<file path="src/rtl/lcf_pkg.sv">
// Constants, register map and types shared by the logic cluster design.
package lcf_pkg;

  localparam int NCELLS = 10;
  localparam int LUT_W = 16;
  localparam int NROW = 6;
  localparam int NSRC = 8;
  localparam int ADDR_W = 8;

  // Register map, byte addresses; cell tables and cell settings are arrays of words.
  localparam logic [1:0] LUT_BLOCK = 2'h0;
  localparam logic [1:0] CFG_BLOCK = 2'h1;
  localparam logic [7:0] CLUSTER_CTL_OFS = 8'h80;
  localparam logic [7:0] STATUS_OFS = 8'h84;

  // Per-cell settings word.
  localparam int CFG_W = 17;
  localparam int FF_TYPE_POS = 0;
  localparam int CLK_SEL_POS = 2;
  localparam int CLR_SEL_POS = 3;
  localparam int ALOAD_EN_POS = 4;
  localparam int SYNC_EN_POS = 5;
  localparam int ARITH_POS = 6;
  localparam int PACK_POS = 7;
  localparam int LUT_CHAIN_POS = 8;
  localparam int REG_CHAIN_POS = 9;
  localparam int OSEL_A_POS = 10;
  localparam int OSEL_B_POS = 11;
  localparam int OSEL_L_POS = 12;
  localparam int LSEL_POS = 13;
  localparam logic [CFG_W-1:0] CELL_CFG_RST = 17'h1E000;
  localparam logic [LUT_W-1:0] LUT_RST = 16'h0000;

  // Cluster control word: two clock sources with their edge, and the device reset enable.
  localparam int CC_W = 9;
  localparam int SRC_ONE_POS = 0;
  localparam int POL_ONE_POS = 3;
  localparam int SRC_TWO_POS = 4;
  localparam int POL_TWO_POS = 7;
  localparam int DEVRST_EN_POS = 8;
  localparam logic [CC_W-1:0] CLUSTER_CTL_RST = 9'h110;

  localparam int STATUS_RES_POS = 16;
  localparam int STATUS_MIX_POS = 31;
  localparam logic READY_RST = 1'h1;

  typedef enum logic [1:0] {
    FF_D = 2'b00,
    FF_T = 2'b01,
    FF_JK = 2'b10,
    FF_SR = 2'b11
  } lcf_ff_t;

  typedef enum logic {
    BUS_IDLE = 1'b0,
    BUS_RDWAIT = 1'b1
  } lcf_bus_t;

endpackage : lcf_pkg

</file>
<file path="src/rtl/lcf_logic_cluster.sv">
// One logic cluster: ten table cells, cluster control generator and its register slave.
`timescale 1ns/1ps
`default_nettype none

// How it works
// - Ten cells share one local interconnect and one set of cluster controls.
// - Each cell has a sixteen-entry table giving any function of four inputs.
// - Controls: two clocks, two enables, two clears, sclr, aload, sload, add/sub.
// - Cluster clocks come from six row clocks or two local lines.
// - Each cluster clock is tied to its own clock enable.
// - A low clock enable stops its cluster clock; registers hold.
// - Mixed rising and falling edge use takes both cluster clocks.
// - Asynchronous load with high load data presets the register to one.
// - Each register can act as D, T, JK or SR flip-flop.
// - Register inputs include data, load data from cell input four, controls.
// - Combinational use bypasses the register straight to the outputs.
// - Three outputs each choose table or register result independently.
// - Packing option feeds the register back into its own table.
// - Each table result cascades to the next cell in the cluster.
// - Each register output chains to the next register for shifting.
// - Each cell reaches others over local and direct-link outputs.
// - Add/subtract select makes cells compute A plus B or A minus B.
// - Subtract inverts B bits and forces the lowest carry-in to one.
// - Asynchronous clear wins over asynchronous load or preset.
// - Enabled device-wide reset clears every register over all controls.
module lcf_logic_cluster (
  input wire logic mclk,
  input wire logic rst,
  input wire logic hsel,
  input wire logic [31:0] haddr,
  input wire logic [1:0] htrans,
  input wire logic hwrite,
  input wire logic [2:0] hsize,
  input wire logic [31:0] hwdata,
  input wire logic hready,
  output logic [31:0] hrdata,
  output logic hreadyout,
  output logic hresp,
  input wire logic [5:0] rowClk,
  input wire logic [1:0] localClk,
  input wire logic clkEnaOne,
  input wire logic clkEnaTwo,
  input wire logic asyncClrOne,
  input wire logic asyncClrTwo,
  input wire logic syncClr,
  input wire logic asyncLoad,
  input wire logic syncLoad,
  input wire logic addNotSub,
  input wire logic deviceWideReset_n,
  input wire logic [9:0] cellInA,
  input wire logic [9:0] cellInB,
  input wire logic [9:0] cellInC,
  input wire logic [9:0] cellInputFour,
  input wire logic lutChainIn,
  input wire logic regChainIn,
  output logic [9:0] routeOutA,
  output logic [9:0] routeOutB,
  output logic [9:0] localOut,
  output logic lutChainOut,
  output logic regChainOut,
  output logic carryOut
);

  typedef struct packed {
    logic [lcf_pkg::NCELLS-1:0][lcf_pkg::LUT_W-1:0] lut;
    logic [lcf_pkg::NCELLS-1:0][lcf_pkg::CFG_W-1:0] cellCfg;
    logic [lcf_pkg::CC_W-1:0] clusterCtl;
    logic [lcf_pkg::NCELLS-1:0] q;
    logic [lcf_pkg::NCELLS-1:0] res;
    logic [lcf_pkg::NSRC-1:0] srcPrev;
    logic [lcf_pkg::ADDR_W-1:0] addrQ;
    logic wrPend;
    lcf_pkg::lcf_bus_t busState;
    logic [31:0] hrdata;
    logic hreadyout;
    logic hresp;
    logic [lcf_pkg::NCELLS-1:0] routeA;
    logic [lcf_pkg::NCELLS-1:0] routeB;
    logic [lcf_pkg::NCELLS-1:0] localOut;
    logic lutChainOut;
    logic regChainOut;
    logic carryOut;
  } lcf_state_t;

  lcf_state_t s_r;
  lcf_state_t s_nxt;

  logic [lcf_pkg::NSRC-1:0] srcNow;
  logic [1:0] ena;
  logic [1:0] tick;
  logic [2:0] srcSel;
  logic fallEdge;
  logic edgeHit;
  logic edgeMix;
  logic devReset;
  logic [lcf_pkg::CFG_W-1:0] cfg;
  logic [3:0] lsel;
  logic inA;
  logic inC;
  logic lutVal;
  logic bEff;
  logic cin;
  logic sum;
  logic cout;
  logic arith;
  logic result;
  logic dIn;
  logic qCur;
  logic qNew;
  logic aclr;
  logic prevLut;
  logic prevQ;
  logic prevCarry;
  logic prevArith;
  logic [lcf_pkg::ADDR_W-1:0] wa;
  logic [lcf_pkg::ADDR_W-1:0] ra;
  logic [31:0] rd;

  always_comb
  begin
    s_nxt = s_r;
    srcNow = {localClk, rowClk};
    ena = {clkEnaTwo, clkEnaOne};
    tick = 2'h0;
    srcSel = 3'h0;
    fallEdge = 1'h0;
    edgeHit = 1'h0;
    cfg = '0;
    lsel = 4'h0;
    inA = 1'h0;
    inC = 1'h0;
    lutVal = 1'h0;
    bEff = 1'h0;
    cin = 1'h0;
    sum = 1'h0;
    cout = 1'h0;
    arith = 1'h0;
    result = 1'h0;
    dIn = 1'h0;
    qCur = 1'h0;
    qNew = 1'h0;
    aclr = 1'h0;
    wa = s_r.addrQ;
    ra = s_r.addrQ;
    rd = 32'h0000_0000;
    // Control generator: two clocks with their enables plus six local controls, ten at most.
    for (int k = 0; k < 2; k++)
    begin
      srcSel = s_r.clusterCtl[(k * 4) +: 3];
      fallEdge = s_r.clusterCtl[(k * 4) + 3];
      edgeHit = fallEdge ? (s_r.srcPrev[srcSel] & ~srcNow[srcSel]) :
                           (~s_r.srcPrev[srcSel] & srcNow[srcSel]);
      // A deasserted enable swallows the edge, so nothing on that clock moves.
      tick[k] = edgeHit & ena[k];
    end
    s_nxt.srcPrev = srcNow;
    // Mixed edges are only possible by spending both cluster clocks on one source.
    edgeMix = (s_r.clusterCtl[lcf_pkg::SRC_ONE_POS +: 3] == s_r.clusterCtl[lcf_pkg::SRC_TWO_POS +: 3])
              && (s_r.clusterCtl[lcf_pkg::POL_ONE_POS] != s_r.clusterCtl[lcf_pkg::POL_TWO_POS]);
    devReset = s_r.clusterCtl[lcf_pkg::DEVRST_EN_POS] & ~deviceWideReset_n;

    prevLut = lutChainIn;
    prevQ = regChainIn;
    prevCarry = 1'h0;
    prevArith = 1'h0;
    for (int i = 0; i < lcf_pkg::NCELLS; i++)
    begin
      cfg = s_r.cellCfg[i];
      lsel = cfg[lcf_pkg::LSEL_POS +: 4];
      // Local feedback uses the registered local outputs, so no combinational loop forms.
      inA = (lsel < 4'hA) ? s_r.localOut[lsel] : cellInA[i];
      if (cfg[lcf_pkg::LUT_CHAIN_POS])
      begin
        inA = prevLut;
      end
      qCur = s_r.q[i];
      inC = cfg[lcf_pkg::PACK_POS] ? qCur : cellInC[i];
      lutVal = s_r.lut[i][{cellInputFour[i], inC, cellInB[i], inA}];
      arith = cfg[lcf_pkg::ARITH_POS];
      bEff = cellInB[i] ^ ~addNotSub;
      // Only the first cell takes its carry-in from the select; a chain started
      // further up starts with carry zero.
      if (i == 0)
      begin
        cin = ~addNotSub;
      end
      else
      begin
        cin = prevArith & prevCarry;
      end
      sum = inA ^ bEff ^ cin;
      cout = (inA & bEff) | (cin & (inA ^ bEff));
      result = arith ? sum : lutVal;
      dIn = cfg[lcf_pkg::REG_CHAIN_POS] ? prevQ : result;
      aclr = cfg[lcf_pkg::CLR_SEL_POS] ? asyncClrTwo : asyncClrOne;
      // The controls are sampled on mclk, so an "asynchronous" clear acts at the next edge.
      // The priority chain below is fixed: device reset, clear, load, then clocked behaviour.
      // A cell never clocked keeps its value however the table inputs move.
      qNew = qCur;
      if (devReset)
      begin
        qNew = 1'h0;
      end
      else if (aclr)
      begin
        qNew = 1'h0;
      end
      else if (cfg[lcf_pkg::ALOAD_EN_POS] && asyncLoad)
      begin
        qNew = cellInputFour[i];
      end
      else if (tick[cfg[lcf_pkg::CLK_SEL_POS]])
      begin
        if (cfg[lcf_pkg::SYNC_EN_POS] && syncClr)
        begin
          qNew = 1'h0;
        end
        else if (cfg[lcf_pkg::SYNC_EN_POS] && syncLoad)
        begin
          qNew = cellInputFour[i];
        end
        else
        begin
          case (lcf_pkg::lcf_ff_t'(cfg[lcf_pkg::FF_TYPE_POS +: 2]))
            lcf_pkg::FF_D: qNew = dIn;
            lcf_pkg::FF_T: qNew = qCur ^ dIn;
            lcf_pkg::FF_JK: qNew = (dIn & ~qCur) | (~inC & qCur);
            default: qNew = dIn | (~inC & qCur);
          endcase
        end
      end
      s_nxt.q[i] = qNew;
      s_nxt.res[i] = result;
      // Each output picks the register or the bypassed table result on its own.
      s_nxt.routeA[i] = cfg[lcf_pkg::OSEL_A_POS] ? qCur : result;
      s_nxt.routeB[i] = cfg[lcf_pkg::OSEL_B_POS] ? qCur : result;
      s_nxt.localOut[i] = cfg[lcf_pkg::OSEL_L_POS] ? qCur : result;
      prevLut = result;
      prevQ = qCur;
      prevCarry = cout;
      prevArith = arith;
    end
    s_nxt.lutChainOut = prevLut;
    s_nxt.regChainOut = prevQ;
    s_nxt.carryOut = prevCarry;

    // Write data phase: hwdata is valid in the cycle after the address phase.
    // Unmapped offsets fall through every branch, so such writes change nothing.
    if (s_r.wrPend)
    begin
      if (wa[7:6] == lcf_pkg::LUT_BLOCK && wa[5:2] < 4'hA)
      begin
        s_nxt.lut[wa[5:2]] = hwdata[lcf_pkg::LUT_W-1:0];
      end
      else if (wa[7:6] == lcf_pkg::CFG_BLOCK && wa[5:2] < 4'hA)
      begin
        s_nxt.cellCfg[wa[5:2]] = hwdata[lcf_pkg::CFG_W-1:0];
      end
      else if (wa == lcf_pkg::CLUSTER_CTL_OFS)
      begin
        s_nxt.clusterCtl = hwdata[lcf_pkg::CC_W-1:0];
      end
    end

    // Reads take one wait state so the data reflects a write just before.
    // Unmapped reads leave the default zero in the read word.
    case (s_r.busState)
      lcf_pkg::BUS_RDWAIT:
      begin
        if (ra[7:6] == lcf_pkg::LUT_BLOCK && ra[5:2] < 4'hA)
        begin
          rd = 32'(s_r.lut[ra[5:2]]);
        end
        else if (ra[7:6] == lcf_pkg::CFG_BLOCK && ra[5:2] < 4'hA)
        begin
          rd = 32'(s_r.cellCfg[ra[5:2]]);
        end
        else if (ra == lcf_pkg::CLUSTER_CTL_OFS)
        begin
          rd = 32'(s_r.clusterCtl);
        end
        else if (ra == lcf_pkg::STATUS_OFS)
        begin
          rd = 32'(s_r.q);
          rd[lcf_pkg::STATUS_RES_POS +: lcf_pkg::NCELLS] = s_r.res;
          rd[lcf_pkg::STATUS_MIX_POS] = edgeMix;
        end
        s_nxt.hrdata = rd;
        s_nxt.hreadyout = 1'h1;
        s_nxt.busState = lcf_pkg::BUS_IDLE;
      end
      default:
      begin
        s_nxt.wrPend = 1'h0;
        if (hsel && hready && htrans[1])
        begin
          s_nxt.addrQ = haddr[lcf_pkg::ADDR_W-1:0];
          s_nxt.wrPend = hwrite;
          if (!hwrite)
          begin
            s_nxt.hreadyout = 1'h0;
            s_nxt.busState = lcf_pkg::BUS_RDWAIT;
          end
        end
      end
    endcase
    s_nxt.hresp = 1'h0;
  end

  always_ff @(posedge mclk)
  begin
    if (rst)
    begin
      s_r <= '0;
      s_r.hreadyout <= lcf_pkg::READY_RST;
      s_r.clusterCtl <= lcf_pkg::CLUSTER_CTL_RST;
      for (int i = 0; i < lcf_pkg::NCELLS; i++)
      begin
        s_r.cellCfg[i] <= lcf_pkg::CELL_CFG_RST;
        s_r.lut[i] <= lcf_pkg::LUT_RST;
      end
    end
    else
    begin
      s_r <= s_nxt;
    end
  end

  assign hrdata = s_r.hrdata;
  assign hreadyout = s_r.hreadyout;
  assign hresp = s_r.hresp;
  assign routeOutA = s_r.routeA;
  assign routeOutB = s_r.routeB;
  assign localOut = s_r.localOut;
  assign lutChainOut = s_r.lutChainOut;
  assign regChainOut = s_r.regChainOut;
  assign carryOut = s_r.carryOut;

endmodule : lcf_logic_cluster

`default_nettype wire

</file>
<file path="config.mk">
export PLATFORM = sky130hd
export DESIGN_NAME = lcf_logic_cluster
export DESIGN_NICKNAME = d
export VERILOG_FILES = /design/src/rtl/lcf_pkg.sv /design/src/rtl/lcf_logic_cluster.sv
export SDC_FILE = /design/constraint.sdc
export NUM_CORES = 1
export LEC_CHECK = 0
export ABC_AREA = 1
export ABC_CLOCK_PERIOD_IN_PS = 13800
export BUFFER_PORTS_ARGS = -buffer_cell sky130_fd_sc_hd__buf_4
export CELL_PAD_IN_SITES_DETAIL_PLACEMENT = 0
export CELL_PAD_IN_SITES_GLOBAL_PLACEMENT = 1
export CORE_MARGIN = 2
export CORE_UTILIZATION = 45
export CTS_BUF_LIST = sky130_fd_sc_hd__clkbuf_4
export DETAILED_ROUTE_END_ITERATION = 7
export PLACE_DENSITY = 0.8
export SYNTH_ARGS = -nofsm -noshare
export SYNTH_HDL_FRONTEND = slang
export SYNTH_SLANG_ARGS = --single-unit
</file>
<file path="constraint.sdc">
create_clock -name mclk -period 13.8 [get_ports mclk]
set_input_delay 0.69 -clock mclk [delete_from_list [all_inputs] [get_ports mclk]]
set_output_delay 0.69 -clock mclk [all_outputs]
set_load 0.01 [all_outputs]
</file>
==> impl_results.html <==
<table>
<tr><th>Metric</th><th>Value</th></tr>
<tr><th colspan="2">Setup path</th></tr>
<tr><td>Most frequent cell on the critical path</td><td>sky130_fd_sc_hd__nand2_4</td></tr>
<tr><td>Biggest fanout along the worst timing path</td><td>10</td></tr>
<tr><td>Slowest cell delay on critical path</td><td>0.48 ns</td></tr>
<tr><td>Critical path's slowest cell</td><td>sky130_fd_sc_hd__fa_1</td></tr>
<tr><td>FF-to-FF path depth</td><td>between 50 and 60</td></tr>
<tr><td>Nature of the critical path endpoint</td><td>register</td></tr>
<tr><td>Required arrival time at the worst endpoint</td><td>around 15 ns</td></tr>
<tr><td>Startpoint-to-endpoint class of the critical path</td><td>reg2reg</td></tr>
<tr><td>Element type at the critical path start</td><td>register</td></tr>
<tr><td>Arrival time at the worst endpoint</td><td>between 10 and 15 ns</td></tr>
<tr><th colspan="2">Floorplanning</th></tr>
<tr><td>FP Rows</td><td>82</td></tr>
<tr><td>Die area</td><td>~53000 um^2</td></tr>
<tr><td>Vert. Die Dim</td><td>229 um</td></tr>
<tr><td>Total core area</td><td>50200 um^2</td></tr>
<tr><td>Number of top-level pins</td><td>200</td></tr>
<tr><td>Horizontal die dimension</td><td>between 200 and 250 um</td></tr>
<tr><td>Initial Util</td><td>between 40% and 50%</td></tr>
<tr><th colspan="2">Timing</th></tr>
<tr><td>Relative max-transition margin</td><td>a little over a tenth</td></tr>
<tr><td>Worst clock skew</td><td>0.0588 ns</td></tr>
<tr><td>Post-route fraction of the period consumed by the critical path</td><td>between 90% and 100%</td></tr>
<tr><td>Slack of the critical path</td><td>about 1.2 ns</td></tr>
<tr><td>Final hold slack</td><td>between 0.07 and 0.08 ns</td></tr>
<tr><td>Final Hold Violating Endpoints</td><td>0</td></tr>
<tr><td>Setup repair after global routing missed its margin</td><td>no</td></tr>
<tr><td>Setup-violating endpoint count in the final report</td><td>0</td></tr>
<tr><td>Number of slew-limit violations in the final report</td><td>0</td></tr>
<tr><td>Post-route minimum period</td><td>between 10 and 15 ns</td></tr>
<tr><td>Max Clock Freq</td><td>a little under 80 MHz</td></tr>
<tr><td>Actual slew at the worst max-slew pin</td><td>about 1.3 ns</td></tr>
<tr><td>Sum of negative setup slack</td><td>0 ns</td></tr>
<tr><th colspan="2">Clock tree</th></tr>
<tr><td>CTS max path bufs</td><td>3</td></tr>
<tr><td>Htree depth</td><td>3</td></tr>
<tr><td>Clk root buf</td><td>sky130_fd_sc_hd__clkbuf_4</td></tr>
<tr><td>CTS Buf Count</td><td>around 120</td></tr>
<tr><td>Post-CTS Resized</td><td>0</td></tr>
<tr><td>Register clock-pin slew on the reported worst setup and hold paths</td><td>approximately 0.060 ns</td></tr>
<tr><td>Postcts setup bufs</td><td>0</td></tr>
<tr><td>Number of sinks driven by the clock tree</td><td>between 400 and 500</td></tr>
<tr><td>Latest clock arrival within the worst-skew pair</td><td>0.92 ns</td></tr>
<tr><td>CTS tree</td><td>built</td></tr>
<tr><td>Number of hold buffers added after CTS</td><td>10</td></tr>
<tr><th colspan="2">Synth</th></tr>
<tr><td>Register bit total from synthesis</td><td>around 440</td></tr>
<tr><td>Commonest register cell after synthesis</td><td>sky130_fd_sc_hd__dfxtp_1</td></tr>
<tr><td>Post-synthesis area per instance</td><td>6.98 um^2</td></tr>
<tr><td>Synthesis Warnings</td><td>0</td></tr>
<tr><td>Count of mapped cells out of synthesis</td><td>around 3300</td></tr>
<tr><td>Async set-or-reset flop fraction in the synthesized netlist</td><td>0%</td></tr>
<tr><td>Synthesized area</td><td>~23000 um^2</td></tr>
<tr><td>Number of flops mapped to enable cells by yosys</td><td>0</td></tr>
<tr><td>Number of unique standard cell types used by synthesis</td><td>between 50 and 60</td></tr>
<tr><td>Register area share after synthesis</td><td>between 30% and 40%</td></tr>
<tr><th colspan="2">Drt</th></tr>
<tr><td>Via density per instance</td><td>just under 6</td></tr>
<tr><td>Via total after detailed routing</td><td>23800</td></tr>
<tr><td>Top Metal Used</td><td>met4</td></tr>
<tr><td>Number of nets with antenna violations after routing</td><td>0</td></tr>
<tr><td>Total Routed Length</td><td>93300 um</td></tr>
<tr><td>Total routed wire length on the met1 layer</td><td>39500 um</td></tr>
<tr><td>Met2 layer wire length in the routed design</td><td>about 42000 um</td></tr>
<tr><td>DR pass1 iterations</td><td>7</td></tr>
<tr><td>Metal3 WL</td><td>about 7900 um</td></tr>
<tr><td>Initial detailed-routing violation count</td><td>around 2700</td></tr>
<tr><td>Remaining routing DRC violations</td><td>0</td></tr>
<tr><td>Wirelength per Cell</td><td>between 20 and 25 um</td></tr>
<tr><th colspan="2">Pwr</th></tr>
<tr><td>Worst VDD drop</td><td>around 0.057 mV</td></tr>
<tr><td>Leakage Power</td><td>10.4 nW</td></tr>
<tr><td>Power density normalized to cell area</td><td>approximately 110 nW/um^2</td></tr>
<tr><th colspan="2">Run</th></tr>
<tr><td>Max-cap viol count</td><td>0</td></tr>
<tr><th colspan="2">Cells and area</th></tr>
<tr><td>Fraction of final layout cells with drive strength greater than 1</td><td>between 10% and 20%</td></tr>
<tr><td>Commonest cells after routing, fill and taps aside</td><td>sky130_fd_sc_hd__o21ai_0, sky130_fd_sc_hd__dfxtp_1, sky130_fd_sc_hd__nand2_1</td></tr>
<tr><td>Area delta synth-&gt;final</td><td>11.5%</td></tr>
<tr><td>Final net count</td><td>between 3000 and 4000</td></tr>
<tr><td>Most frequent standard cell in the layout excluding fill and tap cells</td><td>sky130_fd_sc_hd__o21ai_0</td></tr>
<tr><th colspan="2">Global routing</th></tr>
<tr><td>Global-route wire length before repair</td><td>~140000 um</td></tr>
<tr><td>Overflow after GRT</td><td>0</td></tr>
<tr><td>GRT Resource Usage Total</td><td>about 35%</td></tr>
<tr><td>Maximum number of pins on one net before global-route repair</td><td>~150</td></tr>
<tr><td>Number of antenna violations at the first check in global routing</td><td>2</td></tr>
<tr><td>Vias in the first global route</td><td>between 20000 and 25000</td></tr>
<tr><th colspan="2">Placement</th></tr>
<tr><td>Pre-CTS setup slack</td><td>1.17 ns</td></tr>
<tr><td>Routability congestion estimate from global placement</td><td>between 0.9 and 1</td></tr>
<tr><td>Total half-perimeter wirelength after legalization and detailed placement</td><td>between 60000 and 70000 um</td></tr>
<tr><td>Port buffer count</td><td>150</td></tr>
<tr><th colspan="2">Min path</th></tr>
<tr><td>Type of the most critical hold path</td><td>in2reg</td></tr>
<tr><td>Hold path depth</td><td>3</td></tr>
<tr><th colspan="2">Outcome</th></tr>
<tr><td>Run status</td><td>finished clean</td></tr>
</table>
==> layer usage <==
layer	track usage, %	up-vias
met5	0	-
li1	-	11300
met2	54.2	1186
met1	46.3	11200
met3	5.93	217
met4	16.2	0
==> cell usage after synthesis (10+ instances only) <==
cell                        count  area [um^2]
sky130_fd_sc_hd__inv_1        398         1490
sky130_fd_sc_hd__nand3_2       17          170
sky130_fd_sc_hd__nand3b_1      17          128
sky130_fd_sc_hd__o211ai_1      35          263
sky130_fd_sc_hd__ha_1          10          125
sky130_fd_sc_hd__nor2_1       214          803
sky130_fd_sc_hd__o221ai_1      18          158
sky130_fd_sc_hd__nand2_1      413         1550
sky130_fd_sc_hd__clkbuf_1     178          668
sky130_fd_sc_hd__dfxtp_1      437         8750
sky130_fd_sc_hd__o21ai_0      520         2600
sky130_fd_sc_hd__buf_4         69          518
sky130_fd_sc_hd__o2111ai_1     13          114
sky130_fd_sc_hd__a22oi_1       42          315
sky130_fd_sc_hd__a21oi_1      372         1860
sky130_fd_sc_hd__nand3_1      273         1370
sky130_fd_sc_hd__nand2_4       11          124
sky130_fd_sc_hd__a31oi_1       10         62.6
sky130_fd_sc_hd__o22ai_1       86          538
sky130_fd_sc_hd__or2_2         14         87.6
sky130_fd_sc_hd__a22o_1        10         87.6
==> report_power, final <==
part | total, mW | switching (mW) | internal (mW) | leakage, nW
clock | 1.19 | 0.578 | 0.614 | 0.886
sequential | 1.29 | 0.00977 | 1.28 | 3.53
combinational | 0.316 | 0.220 | 0.0956 | 5.97
==> state kept, by name, summed over array words and instances (netlist names) <==
register	count
routeOutB	10
prevQ	1
carryOut	1
localOut	10
hrdata	27
regChainOut	1
fallEdge	1
routeOutA	10
cfg	17
s_r	350
ra	8
hreadyout	1
==> layout make-up <==
class / instances / area [um^2]
fill: 5080 / 24700
multi-input combinational: 2176 / 11400
sequential: 437 / 8750
inverter: 406 / 1530
timing repair buffer: 194 / 1480
clock buffer: 169 / 1270
tap: 672 / 841
clock inverter: 38 / 236
antenna: 3 / 7.51
==> path summary, 6_finish.rpt <==
check	slack (ns)	startpoint	to
max reg2reg	1.22	s_r[127]	prevQ
min	0.08	rowClk[2]	s_r[79]
max	1.22	s_r[127]	prevQ
min reg2reg	0.43	s_r[86]	hrdata[17]
==> stage by stage <==
| stage | util (%) | instance area, um^2 | instances | total power, mW |
|---|---|---|---|---|
| global placement | 47.6 | 23900 | 3875 | 1.61 |
| detailed placement | 47.6 | 23900 | 3875 | 1.62 |
| floorplan | - | 22900 | 3280 | 1.50 |
| global route | 50.8 | 25500 | 4093 | 2.90 |
| finish | 50.8 | 25500 | 4095 | 2.79 |
| CTS | 50.8 | 25500 | 4092 | 2.80 |
==> worst max-delay path, delay by kind of cell, from the launching register on <==
kind,cells,cell delay [ns]
and+or+nand+nor,45,7.20
AOI/OAI and AO/OA,2,0.36
buffers and inverters,2,0.20
adders and majority gates,10,4.20
DFF,1,0.43
==> cell families (layout without fill, tap and decap cells) <==
| family | after synthesis | in the layout | share of synthesized area, % |
|---|---|---|---|
| buffers and inverters | 667 | 807 | 12.1 |
| adder cells (fa/ha/maj) | 19 | 19 | 1.34 |
| XOR/XNOR | 9 | 9 | 0.345 |
| flip-flops | 437 | 437 | 38.3 |
| AND/OR/NAND/NOR | 985 | 985 | 19.6 |
| AO/OA/AOI/OAI | 1157 | 1157 | 28.3 |
| other | 1 | 9 | 0.0164 |
No activity file was read; power rests on OpenSTA's default activity.
